$ cat config.mk
export PLATFORM = sky130hd
export DESIGN_NAME = twc_timer_waveform_control_regs
export DESIGN_NICKNAME = d
export VERILOG_FILES = /design/src/design/twc_pkg.sv /design/src/design/twc_timer_waveform_control_regs.sv
export SDC_FILE = /design/constraint.sdc
export NUM_CORES = 1
export LEC_CHECK = 0
export BUFFER_PORTS_ARGS = -buffer_cell sky130_fd_sc_hd__buf_2
export CORE_MARGIN = 4
export CORE_UTILIZATION = 39
export DETAILED_ROUTE_END_ITERATION = 10
export RECOVER_POWER = 50
export SLEW_MARGIN = 20
export SYNTH_ARGS = -nofsm -noshare
export SYNTH_HDL_FRONTEND = slang
export SYNTH_SLANG_ARGS = --single-unit
$ cat constraint.sdc
create_clock -name aclk -period 6.38 [get_ports aclk]
set_input_delay 1.276 -clock aclk [delete_from_list [all_inputs] [get_ports aclk]]
set_output_delay 1.276 -clock aclk [all_outputs]
set_load 0.02 [all_outputs]
$ cat src/design/twc_pkg.sv
// package for the timer waveform control register slice
package twc_pkg;
  // ************************************************************
  // register indices; byte address is four times the index
  // ************************************************************
  localparam logic [7:0] TWC_IDX_CLK_EN  = 8'h00;
  localparam logic [7:0] TWC_IDX_WAVE    = 8'h01;
  localparam logic [7:0] TWC_IDX_IDLE    = 8'h02;
  localparam logic [7:0] TWC_IDX_SPLIT   = 8'h03;
  localparam logic [7:0] TWC_IDX_CMD_CLR = 8'h04;
  localparam logic [7:0] TWC_IDX_CMD_SET = 8'h05;
  // own registers: buffer access and counter view
  localparam logic [7:0] TWC_IDX_PER_BUF = 8'h10;
  localparam logic [7:0] TWC_IDX_CMP_BUF = 8'h11;
  localparam logic [7:0] TWC_IDX_COUNT   = 8'h12;
  localparam logic [7:0] TWC_IDX_BVALID  = 8'h13;
  // ************************************************************
  // field positions and reset values
  // ************************************************************
  localparam int TWC_ENABLE_BIT   = 0;
  localparam int TWC_PSEL_LSB     = 1;
  localparam int TWC_AUTOLOCK_BIT = 3;
  localparam int TWC_OVR_LSB      = 4;
  localparam int TWC_DIR_BIT      = 0;
  localparam int TWC_LOCK_UPDATE_BIT     = 1;
  localparam int TWC_CMD_LSB      = 2;
  localparam logic [7:0]  TWC_REG_RESET = 8'h00;
  localparam logic [15:0] TWC_PER_RESET = 16'hFFFF;
  localparam logic [1:0]  TWC_RESP_OKAY   = 2'b00;
  localparam logic [1:0]  TWC_RESP_SLVERR = 2'b10;
  // ************************************************************
  // modes and commands
  // ************************************************************
  typedef enum logic [2:0] {
    TWC_WG_NORMAL = 3'h0, TWC_WG_FREQ = 3'h1, TWC_WG_ONE_SLOPE = 3'h3,
    TWC_WG_TWO_TOP = 3'h5, TWC_WG_TWO_BOTH = 3'h6, TWC_WG_TWO_BOTTOM = 3'h7
  } twc_waveform_mode_t;
  typedef enum logic [1:0] {
    TWC_CMD_NONE = 2'h0, TWC_CMD_UPDATE = 2'h1, TWC_CMD_RESTART = 2'h2, TWC_CMD_HARD = 2'h3
  } twc_cmd_t;
  // waveform output group
  typedef struct packed {
    logic [2:0] level;
    logic [2:0] override;
  } twc_wave_t;
endpackage

$ cat src/design/twc_timer_waveform_control_regs.sv
// timer waveform control registers with prescaler, counter and wave outputs
// Function
// RULE_01: prescale select codes 0..7 divide clock by 1,2,4,8,16,64,256,1024.
// RULE_02: enable bit 0 starts and stops the timer.
// RULE_03: pin override bits 4..6 act only in frequency or pwm modes.
// RULE_04: auto lock holds lock update until all enabled buffers valid.
// RULE_05: cleared lock update stays zero until update, then sets again.
// RULE_06: without auto lock, hardware never alters lock update.
// RULE_07: mode 000 top period, mode 001 top compare zero; update at top.
// RULE_08: mode 011 single slope, update and overflow at bottom; code updates at top.
// RULE_09: modes 101,110,111 dual slope; overflow top, both, bottom.
// RULE_10: normal mode drives no waveform output.
// RULE_11: waveform reaches pin only with its override bit set.
// RULE_12: idle value bits set wave outputs while timer disabled; code loads them only on an idle write while disabled, not on stop.
// RULE_13: split enable bit selects two 8-bit timers and split map; code only drives split_enable, counter stays 16-bit.
// RULE_14: writing one on clear view clears that status bit.
// RULE_15: writing one on set view sets that status bit.
// RULE_16: both views read the same lock update and direction bits.
// RULE_17: command field acts on write, reads zero: update, restart, reset.
// RULE_18: hard reset command ignored while timer enabled.
// RULE_19: lock update one blocks buffer transfers.
// RULE_20: lock update zero transfers buffers on each update.
// RULE_21: direction zero counts up, one counts down.
// RULE_22: buffer valid set on buffer write, cleared on update.
// RULE_23: dual slope turns down at top and up at bottom.
// RULE_24: restart zeroes counter and direction, keeps configuration.
`timescale 1ns/1ps
module twc_timer_waveform_control_regs #(
  parameter int CHANNELS = 3
) (
  // clock and reset
  input  wire logic                   aclk,
  input  wire logic                   aresetn,
  // axi4-lite write
  input  wire logic [9:0]             s_axi_awaddr,
  input  wire logic                   s_axi_awvalid,
  output logic                        s_axi_awready,
  input  wire logic [31:0]            s_axi_wdata,
  input  wire logic [3:0]             s_axi_wstrb,
  input  wire logic                   s_axi_wvalid,
  output logic                        s_axi_wready,
  output logic [1:0]                  s_axi_bresp,
  output logic                        s_axi_bvalid,
  input  wire logic                   s_axi_bready,
  // axi4-lite read
  input  wire logic [9:0]             s_axi_araddr,
  input  wire logic                   s_axi_arvalid,
  output logic                        s_axi_arready,
  output logic [31:0]                 s_axi_rdata,
  output logic [1:0]                  s_axi_rresp,
  output logic                        s_axi_rvalid,
  input  wire logic                   s_axi_rready,
  // waveform outputs to port logic
  output twc_pkg::twc_wave_t          wave_out,
  output logic                        split_enable,
  output logic                        overflow_flag
);
  import twc_pkg::*;

  // ************************************************************
  // register state
  // ************************************************************
  logic [7:0]  clk_en_reg, clk_en_next, wave_reg, wave_next, idle_reg, idle_next;
  logic        split_reg, split_next, lock_update_reg, lock_update_next, dir_reg, dir_next;
  logic [15:0] per_reg, per_next, perbuf_reg, perbuf_next, cnt_reg, cnt_next;
  logic [15:0] cmp_reg [CHANNELS];
  logic [15:0] cmp_next [CHANNELS];
  logic [15:0] cmpbuf_reg [CHANNELS];
  logic [15:0] cmpbuf_next [CHANNELS];
  logic [CHANNELS:0] bv_reg, bv_next; // bit 0 period, then channels
  logic [2:0]  lvl_reg, lvl_next;
  logic [9:0]  pre_reg, pre_next;
  logic        ovf_reg, ovf_next;
  // bus state
  logic        aw_reg, aw_next, w_reg, w_next, bvalid_reg, bvalid_next;
  logic        rvalid_reg, rvalid_next;
  logic [9:0]  awaddr_reg, awaddr_next;
  logic [31:0] wdata_reg, wdata_next, rdata_reg, rdata_next;
  logic [3:0]  wstrb_reg, wstrb_next;
  logic [1:0]  bresp_reg, bresp_next, rresp_reg, rresp_next;

  // ************************************************************
  // decoded configuration
  // ************************************************************
  logic        enabled, autolock, tick, do_write, wave_mode, dual, at_top, at_bot;
  logic        upd_cond, transfer;
  logic [2:0]  mode, ovr;
  logic [2:0]  psel;
  logic [9:0]  pre_max;
  logic [15:0] top_val;
  logic [7:0]  widx, b0;
  twc_cmd_t    cmd;
  logic [CHANNELS-1:0] ch_en;

  assign enabled  = clk_en_reg[TWC_ENABLE_BIT];
  assign psel     = clk_en_reg[TWC_PSEL_LSB +: 3];
  assign mode     = wave_reg[2:0];
  assign autolock = wave_reg[TWC_AUTOLOCK_BIT];
  assign ovr      = wave_reg[TWC_OVR_LSB +: 3];
  assign ch_en    = ovr[CHANNELS-1:0];
  // RULE_03 override gating
  assign wave_mode = (mode != TWC_WG_NORMAL) && (mode != 3'h2) && (mode != 3'h4);
  assign dual     = mode[2] && (mode != 3'h4);
  // RULE_07 top selection
  assign top_val  = (mode == TWC_WG_FREQ) ? cmp_reg[0] : per_reg;
  assign at_top   = (cnt_reg == top_val);
  assign at_bot   = (cnt_reg == 16'h0000);
  assign do_write = aw_reg && w_reg && !bvalid_reg;
  assign widx     = awaddr_reg[9:2];
  assign b0       = wstrb_reg[0] ? wdata_reg[7:0] : 8'h00;
  assign cmd      = twc_cmd_t'(b0[TWC_CMD_LSB +: 2]);

  // RULE_01 prescale divider limits
  always_comb begin
    unique case (psel)
      3'h0:    pre_max = 10'd0;
      3'h1:    pre_max = 10'd1;
      3'h2:    pre_max = 10'd3;
      3'h3:    pre_max = 10'd7;
      3'h4:    pre_max = 10'd15;
      3'h5:    pre_max = 10'd63;
      3'h6:    pre_max = 10'd255;
      default: pre_max = 10'd1023;
    endcase
  end
  // RULE_02 count only when enabled
  assign tick = enabled && (pre_reg >= pre_max);

  // update point per mode, or forced by command
  always_comb begin
    upd_cond = 1'b0;
    if (tick) begin
      // RULE_08 bottom update for dual slope modes, single slope at top
      if (mode == TWC_WG_NORMAL || mode == TWC_WG_FREQ) upd_cond = at_top;
      else upd_cond = dual ? (at_bot && dir_reg) : at_top;
    end
    if (do_write && wstrb_reg[0] && cmd == TWC_CMD_UPDATE &&
        (widx == TWC_IDX_CMD_CLR || widx == TWC_IDX_CMD_SET)) upd_cond = 1'b1;
  end
  // RULE_19 RULE_20 lock gates transfer
  assign transfer = upd_cond && !lock_update_reg;

  // ************************************************************
  // timer and register next state
  // ************************************************************
  always_comb begin
    clk_en_next = clk_en_reg; wave_next = wave_reg; idle_next = idle_reg;
    split_next = split_reg; lock_update_next = lock_update_reg; dir_next = dir_reg;
    per_next = per_reg; perbuf_next = perbuf_reg; cnt_next = cnt_reg;
    bv_next = bv_reg; lvl_next = lvl_reg; ovf_next = 1'b0;
    for (int i = 0; i < CHANNELS; i++) begin
      cmp_next[i] = cmp_reg[i];
      cmpbuf_next[i] = cmpbuf_reg[i];
    end
    pre_next = (enabled && !tick) ? pre_reg + 10'd1 : 10'd0;
    // RULE_21 counting direction
    if (tick) begin
      if (mode == TWC_WG_ONE_SLOPE || mode == TWC_WG_NORMAL || mode == TWC_WG_FREQ) begin
        if (!dir_reg) cnt_next = at_top ? 16'h0000 : cnt_reg + 16'h0001;
        else cnt_next = at_bot ? top_val : cnt_reg - 16'h0001;
        ovf_next = (mode == TWC_WG_ONE_SLOPE) ? at_bot : at_top;
      end else if (dual) begin
        // RULE_23 turn around at the ends
        if (at_top && !dir_reg) begin
          dir_next = 1'b1; cnt_next = cnt_reg - 16'h0001;
        end else if (at_bot && dir_reg) begin
          dir_next = 1'b0; cnt_next = cnt_reg + 16'h0001;
        end else cnt_next = dir_reg ? cnt_reg - 16'h0001 : cnt_reg + 16'h0001;
        // RULE_09 overflow point per dual mode
        unique case (mode)
          TWC_WG_TWO_TOP:  ovf_next = at_top && !dir_reg;
          TWC_WG_TWO_BOTH: ovf_next = (at_top && !dir_reg) || (at_bot && dir_reg);
          default:         ovf_next = at_bot && dir_reg;
        endcase
      end
      // waveform generator: compare match sets level state
      for (int i = 0; i < CHANNELS; i++)
        if (mode == TWC_WG_FREQ) lvl_next[i] = at_top ? ~lvl_reg[i] : lvl_reg[i];
        else lvl_next[i] = (cnt_next < cmp_reg[i]);
    end
    // RULE_22 RULE_20 buffer transfer clears valid flags
    if (transfer) begin
      if (bv_reg[0]) per_next = perbuf_reg;
      for (int i = 0; i < CHANNELS; i++) if (bv_reg[i+1]) cmp_next[i] = cmpbuf_reg[i];
      bv_next = '0;
    end
    // RULE_04 auto lock clears once enabled buffers valid
    if (autolock && lock_update_reg && ((bv_reg[CHANNELS:1] & ch_en) == ch_en)) lock_update_next = 1'b0;
    if (do_write && wstrb_reg[0]) begin
      unique case (widx)
        TWC_IDX_CLK_EN: clk_en_next = {4'h0, b0[3:0]};
        TWC_IDX_WAVE:   wave_next = {1'b0, b0[6:0]};
        // RULE_12 idle value only while stopped
        TWC_IDX_IDLE: begin
          idle_next = {5'h00, b0[2:0]};
          if (!enabled) lvl_next = b0[2:0];
        end
        // RULE_13 split select
        TWC_IDX_SPLIT: split_next = b0[0];
        // RULE_14 clear view
        TWC_IDX_CMD_CLR: begin
          if (b0[TWC_LOCK_UPDATE_BIT]) lock_update_next = 1'b0;
          if (b0[TWC_DIR_BIT]) dir_next = 1'b0;
        end
        // RULE_15 set view
        TWC_IDX_CMD_SET: begin
          if (b0[TWC_LOCK_UPDATE_BIT]) lock_update_next = 1'b1;
          if (b0[TWC_DIR_BIT]) dir_next = 1'b1;
        end
        TWC_IDX_PER_BUF: begin
          perbuf_next = wdata_reg[15:0]; bv_next[0] = 1'b1;
        end
        TWC_IDX_CMP_BUF: begin
          for (int i = 0; i < CHANNELS; i++)
            if (wdata_reg[17:16] == i[1:0]) begin
              cmpbuf_next[i] = wdata_reg[15:0]; bv_next[i+1] = 1'b1;
            end
        end
        default: ;
      endcase
      // RULE_17 RULE_24 restart keeps configuration
      if ((widx == TWC_IDX_CMD_CLR || widx == TWC_IDX_CMD_SET)) begin
        if (cmd == TWC_CMD_RESTART) begin
          cnt_next = 16'h0000; dir_next = 1'b0; pre_next = 10'd0;
        end
        // RULE_18 hard reset only while stopped
        if (cmd == TWC_CMD_HARD && !enabled) begin
          cnt_next = 16'h0000; dir_next = 1'b0; lock_update_next = 1'b0; bv_next = '0;
          per_next = TWC_PER_RESET; lvl_next = 3'h0;
          for (int i = 0; i < CHANNELS; i++) begin
            cmp_next[i] = 16'h0000; cmpbuf_next[i] = 16'h0000;
          end
        end
      end
    end
    // RULE_05 set at update; placed after writes so the hardware set wins
    if (autolock && upd_cond && !lock_update_reg) lock_update_next = 1'b1;
  end

  always_ff @(posedge aclk) begin
    if (!aresetn) begin
      clk_en_reg <= TWC_REG_RESET; wave_reg <= TWC_REG_RESET; idle_reg <= TWC_REG_RESET;
      split_reg <= 1'b0; lock_update_reg <= 1'b0; dir_reg <= 1'b0; per_reg <= TWC_PER_RESET;
      perbuf_reg <= 16'h0000; cnt_reg <= 16'h0000; bv_reg <= '0; lvl_reg <= 3'h0;
      pre_reg <= 10'd0; ovf_reg <= 1'b0;
      for (int i = 0; i < CHANNELS; i++) begin
        cmp_reg[i] <= 16'h0000; cmpbuf_reg[i] <= 16'h0000;
      end
    end else begin
      clk_en_reg <= clk_en_next; wave_reg <= wave_next; idle_reg <= idle_next;
      split_reg <= split_next; lock_update_reg <= lock_update_next; dir_reg <= dir_next;
      per_reg <= per_next; perbuf_reg <= perbuf_next; cnt_reg <= cnt_next;
      bv_reg <= bv_next; lvl_reg <= lvl_next; pre_reg <= pre_next; ovf_reg <= ovf_next;
      for (int i = 0; i < CHANNELS; i++) begin
        cmp_reg[i] <= cmp_next[i]; cmpbuf_reg[i] <= cmpbuf_next[i];
      end
    end
  end

  // ************************************************************
  // axi4-lite slave, one write and one read at a time
  // ************************************************************
  always_comb begin
    aw_next = aw_reg; w_next = w_reg; awaddr_next = awaddr_reg; wdata_next = wdata_reg;
    wstrb_next = wstrb_reg; bvalid_next = bvalid_reg; bresp_next = bresp_reg;
    rvalid_next = rvalid_reg; rdata_next = rdata_reg; rresp_next = rresp_reg;
    if (s_axi_awvalid && !aw_reg) begin
      aw_next = 1'b1; awaddr_next = s_axi_awaddr;
    end
    if (s_axi_wvalid && !w_reg) begin
      w_next = 1'b1; wdata_next = s_axi_wdata; wstrb_next = s_axi_wstrb;
    end
    if (do_write) begin
      bvalid_next = 1'b1;
      bresp_next = (widx <= TWC_IDX_CMD_SET || (widx >= TWC_IDX_PER_BUF &&
                    widx <= TWC_IDX_BVALID)) ? TWC_RESP_OKAY : TWC_RESP_SLVERR;
    end
    if (bvalid_reg && s_axi_bready) begin
      bvalid_next = 1'b0; aw_next = 1'b0; w_next = 1'b0;
    end
    if (rvalid_reg && s_axi_rready) rvalid_next = 1'b0;
    if (s_axi_arvalid && !rvalid_reg) begin
      rvalid_next = 1'b1; rresp_next = TWC_RESP_OKAY; rdata_next = 32'h0000_0000;
      unique case (s_axi_araddr[9:2])
        TWC_IDX_CLK_EN: rdata_next[7:0] = clk_en_reg;
        TWC_IDX_WAVE:   rdata_next[7:0] = wave_reg;
        TWC_IDX_IDLE:   rdata_next[7:0] = idle_reg;
        TWC_IDX_SPLIT:  rdata_next[0] = split_reg;
        // RULE_16 same status on both views, command reads zero
        TWC_IDX_CMD_CLR, TWC_IDX_CMD_SET: rdata_next[1:0] = {lock_update_reg, dir_reg};
        TWC_IDX_PER_BUF: rdata_next[15:0] = perbuf_reg;
        TWC_IDX_CMP_BUF: rdata_next[15:0] = cmp_reg[0];
        TWC_IDX_COUNT:   rdata_next[15:0] = cnt_reg;
        TWC_IDX_BVALID:  rdata_next[CHANNELS:0] = bv_reg;
        default:         rresp_next = TWC_RESP_SLVERR;
      endcase
    end
  end

  always_ff @(posedge aclk) begin
    if (!aresetn) begin
      aw_reg <= 1'b0; w_reg <= 1'b0; awaddr_reg <= 10'h000; wdata_reg <= 32'h0000_0000;
      wstrb_reg <= 4'h0; bvalid_reg <= 1'b0; bresp_reg <= TWC_RESP_OKAY;
      rvalid_reg <= 1'b0; rdata_reg <= 32'h0000_0000; rresp_reg <= TWC_RESP_OKAY;
    end else begin
      aw_reg <= aw_next; w_reg <= w_next; awaddr_reg <= awaddr_next; wdata_reg <= wdata_next;
      wstrb_reg <= wstrb_next; bvalid_reg <= bvalid_next; bresp_reg <= bresp_next;
      rvalid_reg <= rvalid_next; rdata_reg <= rdata_next; rresp_reg <= rresp_next;
    end
  end

  // ready pulses only mark capture; held low while a word is pending
  always_ff @(posedge aclk) begin
    if (!aresetn) begin
      s_axi_awready <= 1'b0; s_axi_wready <= 1'b0; s_axi_arready <= 1'b0;
    end else begin
      s_axi_awready <= s_axi_awvalid && !aw_reg && !s_axi_awready;
      s_axi_wready  <= s_axi_wvalid && !w_reg && !s_axi_wready;
      s_axi_arready <= s_axi_arvalid && !rvalid_reg && !s_axi_arready;
    end
  end
  assign s_axi_bvalid = bvalid_reg;
  assign s_axi_bresp  = bresp_reg;
  assign s_axi_rvalid = rvalid_reg;
  assign s_axi_rdata  = rdata_reg;
  assign s_axi_rresp  = rresp_reg;
  // RULE_10 RULE_11 pins driven only with override in waveform modes
  assign wave_out.level    = lvl_reg;
  assign wave_out.override = wave_mode ? ovr : 3'h0;
  assign split_enable  = split_reg;
  assign overflow_flag = ovf_reg;

  // ************************************************************
  // assertions
  // ************************************************************
  property p_no_override_normal; // RULE_10
    @(posedge aclk) disable iff (!aresetn) (mode == TWC_WG_NORMAL) |-> wave_out.override == 3'h0;
  endproperty
  a_no_override_normal: assert property (p_no_override_normal) else $error("override in normal"); // RULE_10
  property p_lock_blocks; // RULE_19
    @(posedge aclk) disable iff (!aresetn) (lock_update_reg && !do_write) |=> $stable(per_reg);
  endproperty
  a_lock_blocks: assert property (p_lock_blocks) else $error("update while locked"); // RULE_19
  property p_no_auto_lock_update; // RULE_06
    @(posedge aclk) disable iff (!aresetn) (!autolock && !do_write) |=> $stable(lock_update_reg);
  endproperty
  a_no_auto_lock_update: assert property (p_no_auto_lock_update) else $error("lock changed by hardware"); // RULE_06
  property p_stop_no_count; // RULE_02
    @(posedge aclk) disable iff (!aresetn) (!enabled && !do_write) |=> $stable(cnt_reg);
  endproperty
  a_stop_no_count: assert property (p_stop_no_count) else $error("counted while stopped"); // RULE_02
  property p_hard_ignored; // RULE_18
    @(posedge aclk) disable iff (!aresetn) (do_write && enabled && cmd == TWC_CMD_HARD &&
      widx == TWC_IDX_CMD_SET && wstrb_reg[0]) |=> per_reg == $past(per_reg) || $past(transfer);
  endproperty
  a_hard_ignored: assert property (p_hard_ignored) else $error("hard reset while enabled"); // RULE_18
  property p_transfer_clears_bv; // RULE_22
    @(posedge aclk) disable iff (!aresetn) (transfer && !do_write) |=> bv_reg == '0;
  endproperty
  a_transfer_clears_bv: assert property (p_transfer_clears_bv) else $error("valid kept"); // RULE_22
  property p_div1_ticks; // RULE_01
    @(posedge aclk) disable iff (!aresetn) (enabled && psel == 3'h0) |-> tick;
  endproperty
  a_div1_ticks: assert property (p_div1_ticks) else $error("no tick at div1"); // RULE_01
  property p_cmd_reads_zero; // RULE_17
    @(posedge aclk) disable iff (!aresetn)
      (s_axi_arvalid && !rvalid_reg && s_axi_araddr[9:2] == TWC_IDX_CMD_SET) |=> rdata_reg[3:2] == 2'b00;
  endproperty
  a_cmd_reads_zero: assert property (p_cmd_reads_zero) else $error("command read nonzero"); // RULE_17
endmodule

; ---- Yosys cells after proc, flatten, opt, wreduce, memory -nomap -nowiden
; Memories as Yosys holds them, arrays and structs flattened.
; Index checks and enable logic that the tools add are counted.
[word_totals]
regBits = 139
output_inout_bits = 49
mem_count = 2
latchBits = 0
wordCells = 252
ramBits = 96
romBits = 0
[classes]
multipliers = 0
magnitude_cmp = 7
bitwise = 11
n_eq_ne = 35
n_div = 0
n_shift = 0
n_mux = 107
n_addsub = 3
reduce_logical = 61
[mem_list]
columns = memory, words, word_bits, rd, rd_clocked_by_memory_dff, write_ports, line
row1 = cmp_reg, 3, 16, 3, 0, 3, twc_timer_waveform_control_regs.sv:66  ; logic [15:0] cmp_reg [CHANNELS];
row2 = cmpbuf_reg, 3, 16, 3, 0, 3, twc_timer_waveform_control_regs.sv:68  ; logic [15:0] cmpbuf_reg [CHANNELS];
[op_table]
columns = operator, n
row1 = $mux W16, 32
row2 = $mux W48, 8
row3 = $pmux W10 S7, 1
row4 = $eq A8 B5 Y1 const B, 6
row5 = $lt A16 B16 Y1, 3
row6 = $mux W10, 4
row7 = $mux W1, 39
row8 = $eq A8 B2 Y1 const B, 4
row9 = $eq A8 B3 Y1 const B, 4
row10 = $logic_and A1 B1 Y1, 27
row11 = $mux W3, 8
row12 = $pmux W8 S3, 1
row13 = $add A16 B1 Y16 const B, 1
row14 = $eq A16 B16 Y1, 1
row15 = $eq A8 B1 Y1 const B, 2
row16 = $logic_not A16 Y1, 1
row17 = $logic_not A8 Y1, 2
row18 = $mux W4, 4
row19 = $pmux W4 S4, 1
row20 = $sub A16 B1 Y16 const B, 1
row21 = $eq A3 B3 Y1 const B, 5
row22 = $pmux W2 S7, 1
row23 = $reduce_and A2 Y1, 6
row24 = $logic_not A1 Y1, 11
row25 = other kinds (27), 51

; ---- Longest topological paths before layout
[logic_depth]
word_depth = 16
depth_mapped = 22
ltp_nobuf = 20

; ---- Least setup slack after synthesis
; No wires, ideal clock.
[synth_timing]
path_type = flip-flop to flip-flop
start = register cnt_reg[0]
end = register lvl_reg[2]
arrival_ns = 4.509
path_slack_ns = 1.802
period_less_slack_ns = 4.578
stages_incl_launch_ff = 21
path_cell_list = dfxtp_1 -> clkbuf_1 -> inv_1 -> ha_1 -> or3b_2 -> nor3_1 -> and3_1 -> clkbuf_1 -> nand2_1 -> a311oi_1 -> a211oi_1 -> a211o_1 -> ha_1 -> a21o_1 -> a21o_1 -> a21o_1 -> a21oi_1 -> nor2b_1 -> o21ai_0 -> or4b_1 -> a21oi_1
[synth_via]
elab_chain_len = 15
[synth_lines]
columns = item, line
row1 = start: declaration, twc_timer_waveform_control_regs.sv:65  ; logic [15:0] per_reg, per_next, perbuf_reg, perbuf_next, cnt_reg, cnt_next;
row2 = start signal: assignment, twc_timer_waveform_control_regs.sv:252  ; per_reg <= per_next; perbuf_reg <= perbuf_next; cnt_reg <= cnt_next;
row3 = "$add A16 B1 Y16, or another cell as far along", "twc_timer_waveform_control_regs.sv:159, twc_timer_waveform_control_regs.sv:167, twc_timer_waveform_control_regs.sv:168"
row4 = $mux W16 / $logic_and A1 B1 Y1 (equally long branches), "twc_timer_waveform_control_regs.sv:168, twc_timer_waveform_control_regs.sv:166"
row5 = $mux W16, twc_timer_waveform_control_regs.sv:166  ; end else if (at_bot && dir_reg) begin
row6 = $mux W16, twc_timer_waveform_control_regs.sv:164  ; if (at_top && !dir_reg) begin
row7 = $mux W16, twc_timer_waveform_control_regs.sv:162  ; end else if (dual) begin
row8 = $mux W16, twc_timer_waveform_control_regs.sv:158  ; if (mode == TWC_WG_ONE_SLOPE || mode == TWC_WG_NORMAL || mode == TWC_WG_FREQ) begin
row9 = $mux W16, twc_timer_waveform_control_regs.sv:157  ; if (tick) begin
row10 = $lt A16 B16 Y1, twc_timer_waveform_control_regs.sv:179  ; else lvl_next[i] = (cnt_next < cmp_reg[i]);
row11 = $mux W1 (*), twc_timer_waveform_control_regs.sv:178  ; if (mode == TWC_WG_FREQ) lvl_next[i] = at_top ? ~lvl_reg[i] : lvl_reg[i];
row12 = $mux W3 (*), twc_timer_waveform_control_regs.sv:157
row13 = $mux W3, twc_timer_waveform_control_regs.sv:196  ; if (!enabled) lvl_next = b0[2:0];
row14 = $mux W3, twc_timer_waveform_control_regs.sv:190  ; unique case (widx)
row15 = $mux W3, twc_timer_waveform_control_regs.sv:227  ; if (cmd == TWC_CMD_HARD && !enabled) begin
row16 = $mux W3, twc_timer_waveform_control_regs.sv:222  ; if ((widx == TWC_IDX_CMD_CLR || widx == TWC_IDX_CMD_SET)) begin
row17 = $mux W3 (*), twc_timer_waveform_control_regs.sv:189  ; if (do_write && wstrb_reg[0]) begin
row18 = end signal: assignment, twc_timer_waveform_control_regs.sv:253  ; bv_reg <= bv_next; lvl_reg <= lvl_next; pre_reg <= pre_next; ovf_reg <= ovf_next;
row19 = end: declaration, twc_timer_waveform_control_regs.sv:71  ; logic [2:0] lvl_reg, lvl_next;
; Every way passes the cells marked *; elsewhere a longest branch is shown, timed or not. The select of a mux whose other input is x is not followed.
; A chain may end at the register's enable or synchronous reset.

; ---- Final worst setup path
[layout_timing]
start = register wave_reg[1]
end = register lvl_reg[2]
[layout_via]
elab_chain_len = 16
[layout_lines]
columns = item, line
row1 = start: declaration, twc_timer_waveform_control_regs.sv:63  ; logic [7:0] clk_en_reg, clk_en_next, wave_reg, wave_next, idle_reg, idle_next;
row2 = start signal: assignment, twc_timer_waveform_control_regs.sv:250  ; clk_en_reg <= clk_en_next; wave_reg <= wave_next; idle_reg <= idle_next;
row3 = $eq A3 B1 Y1, "twc_timer_waveform_control_regs.sv:105, twc_timer_waveform_control_regs.sv:158, twc_timer_waveform_control_regs.sv:178"
row4 = $mux W16, twc_timer_waveform_control_regs.sv:105  ; assign top_val = (mode == TWC_WG_FREQ) ? cmp_reg[0] : per_reg;
row5 = $eq A16 B16 Y1, twc_timer_waveform_control_regs.sv:106  ; assign at_top = (cnt_reg == top_val);
row6 = $logic_and A1 B1 Y1, twc_timer_waveform_control_regs.sv:164
row7 = $mux W16, twc_timer_waveform_control_regs.sv:164
row8 = $mux W16, twc_timer_waveform_control_regs.sv:162
row9 = $mux W16, twc_timer_waveform_control_regs.sv:158
row10 = $mux W16, twc_timer_waveform_control_regs.sv:157
row11 = $lt A16 B16 Y1, twc_timer_waveform_control_regs.sv:179
row12 = $mux W1 (*), twc_timer_waveform_control_regs.sv:178
row13 = $mux W3 (*), twc_timer_waveform_control_regs.sv:157
row14 = $mux W3, twc_timer_waveform_control_regs.sv:196
row15 = $mux W3, twc_timer_waveform_control_regs.sv:190
row16 = $mux W3, twc_timer_waveform_control_regs.sv:227
row17 = $mux W3, twc_timer_waveform_control_regs.sv:222
row18 = $mux W3 (*), twc_timer_waveform_control_regs.sv:189
; Marked as above.

==> impl_metrics.tcl <==
set metrics [dict create \
    gp_congestion 0.948 \
    worstHoldEndpoint "s_axi_wready" \
    fmax_mhz 177 \
    hold_buffers 0 \
    crit_type "reg2reg" \
    layout.nets 1727 \
    synth_flop_cell "dfxtp_1" \
    detail-route-antenna-nets 0 \
    hpwl_um 28600 \
    grt_usage 0.213 \
    die_x_um 191 \
    area_growth_pct 12.0 \
    portBuffers 72 \
    hold_class "reg2reg" \
    tns_ns 0 \
    rr_endpoint "lvl_reg[2]" \
    max-vdd-ir-drop_mv 0.215 \
    clockBufferDepth 3 \
    violations "capacitance limit, slew limit" \
    dieArea_um2 36400 \
    cpPeakStageDelay_ns 0.77 \
    synthArstFlopShare 0 \
    power_density_nw_per_um2 219 \
    yosysSeqAreaShare 0.355 \
    worstMarginPinSlew_ns 2.11 \
    hold_viol 0 \
    drt-pass1-iter-count 5 \
    fin_crit_sh 0.883 \
    vias 11697 \
    clock_sinks 231 \
    n_antenna_cell 0 \
    synth_edf_count 0 \
    cts-resized-gates 0 \
    syn_area_per_cell_um2 8.26 \
    wl_per_cell_um 19.1 \
    outcome "finished with violations" \
    fin_crit_ns 5.64 \
    synth_area_um2 13000 \
    cts_buffers 26 \
    clock_skew_ns 0.0212 \
    synthTopCellsByArea "dfxtp_1 35%, mux2i_1 10%, ha_1 5.6%" \
    fin_area_um2 14600 \
    worstSkewPairLatency_ns 0.55 \
    rsz0062_at_grt "false" \
    root_buffer "clkbuf_16" \
    initial_utilization 0.398 \
    drc_errors 0 \
    max_cap_viol_count 3 \
    yosysWarningCount 0 \
    fill_cells 3331 \
    die_y_um 191 \
    crit_path_cell_trace "or3b_1 > a21boi_0 > o221ai_1 > nor4_2 > a41o_1 > nand2_2 > o31ai_1 > or3_1 > nand3_1 > ha_1 > a21o_1 > a21oi_1 > nor2b_1 > a2111oi_0 > a21oi_1 > or4b_1 > a21oi_1" \
    totalWireLength_um 39500 \
    r2r_start "wave_reg[1]" \
    holdCritStartpoint "s_axi_wready" \
    synthDistinctLibCells 85 \
    syn_inst 1579 \
    endpoint_kind "flop" \
    layout-drive-gt1-share 0.0898 \
    crit_top_cell "a21oi_1" \
    setup_viol 0 \
    core-area_um2 32800 \
    holdPathStages 1 \
    clk_pin_slew_worst_paths_ns 0.06 \
    slew_viol_final 198 \
    cpMaxStageDelayCell "or3b_1" \
    avgViaCountPerCell 5.66 \
    antenna_found_initial 0 \
    startpoint_type "flop" \
    layout_commonest_cell "dfxtp_1" \
    grt_pass1_vias 11144 \
    boundaryPins 112 \
    yosysTopAreaCell "dfxtp_1" \
    overflow 0 \
    yosysTopAreaCellShare 0.355 \
    leakagePower_nw 6.08 \
    placed_cell_area_um2 13700 \
    cts_max_level 1 \
    crit_arrival_ns 6.12 \
    first_iter_violations 1161 \
    critPathMaxFanout 24 \
    timing.slew.headroom -0.406 \
    yosys_register_bits 231 \
    num_rows 66 \
    layout_common_cells "231 x dfxtp_1, 189 x nand2_1, 151 x nor2_1, 135 x mux2i_1, 74 x a21oi_1" \
    worstPathRequired_ns 6.86 \
    grt_max_degree 105 \
    tritoncts "built" \
    r2r.worst_path.cells 17 \
    postCtsSetupBuffers 0 \
    grt_first_pass_wirelength_um 62500 \
    rrSetupSlack_ns 0.74 \
]
[per-stage QoR]
step	instances	total power, mW	worst slack, ns	hold slack (ns)	util
after floorplan	1596	1.60	1.80	0.436	-
after global placement	2020	1.64	0.896	0.399	0.419
after detailed placement	2020	1.64	0.886	0.405	0.419
after CTS	2068	3.23	0.837	0.419	0.447
after global routing	2068	3.31	0.412	0.453	0.445
final	2068	3.20	0.744	0.417	0.445
[layout make-up]
cell class / count / area, µm² / share of cell area
Clock buffer: 34 / 731 / 0.0500
Timing Repair Buffer: 104 / 551 / 0.0377
Sequential cell: 231 / 4620 / 0.317
Tap cell: 442 / 553 / 0.0379
Multi-Input combinational cell: 1176 / 7700 / 0.527
Clock inverter: 14 / 190 / 0.0130
Inverter: 67 / 251 / 0.0172
[critical path: cells and delay by family, from the launching register on]
family | cells | cell delay [ns]
AO/OA/AOI/OAI | 9 | 2.60
adder cells (fa/ha/maj) | 1 | 0.31
flip-flops | 1 | 0.30
AND/OR/NAND/NOR | 7 | 2.36
[cells by family (layout without fill, tap and decap cells)]
family,after synthesis,after routing,share of synthesized area
xor gates and xnor gates,33,33,0.0222
muxes,140,140,0.109
and+or+nand+nor,584,584,0.215
AOI/OAI and AO/OA,343,343,0.181
DFF,231,231,0.355
adders and majority gates,58,58,0.0556
buffers and inverters,189,219,0.0621
other,1,18,0.000288
[worst max path at each step]
stage,slack [ns],depth (start not counted),start,to
2_1_floorplan,1.80,20,cnt_reg[0],lvl_reg[2]
5_1_grt,0.41,19,wave_reg[0],lvl_reg[2]
3_3_place_gp,0.90,19,wave_reg[1],lvl_reg[2]
4_1_cts,0.84,17,wave_reg[0],lvl_reg[2]
6_report,0.74,17,wave_reg[1],lvl_reg[2]
3_5_place_dp,0.89,19,wave_reg[1],lvl_reg[2]
[metal layers]
metal / vias to the layer above / routed length [µm] / track usage
li1: 5598 / - / -
met2: 448 / 17800 / 0.345
met4: 0 / 1250 / 0.0633
met1: 5562 / 17800 / 0.297
met5: - / 0 / 0
met3: 89 / 2720 / 0.0287
[where the power goes]
part           switching [mW]  internal (mW)  leakage [nW]
sequential             0.0259           1.46          1.87
combinational          0.0842         0.0391          3.78
clock                   0.648          0.938         0.435
total                   0.758           2.44          6.08
[cells in the mapped netlist (19+ instances only)]
cell type / instances
nand2_1: 189
inv_1: 67
buf_4: 19
a21oi_1: 74
mux2i_1: 135
nor3_1: 19
o21ai_0: 54
nor2_1: 151
nand2b_1: 22
nor2b_1: 44
clkbuf_1: 86
dfxtp_1: 231
xnor2_1: 19
nand3_1: 54
ha_1: 58
a21boi_0: 34
Note: power is estimated with default switching activity, not from simulation.
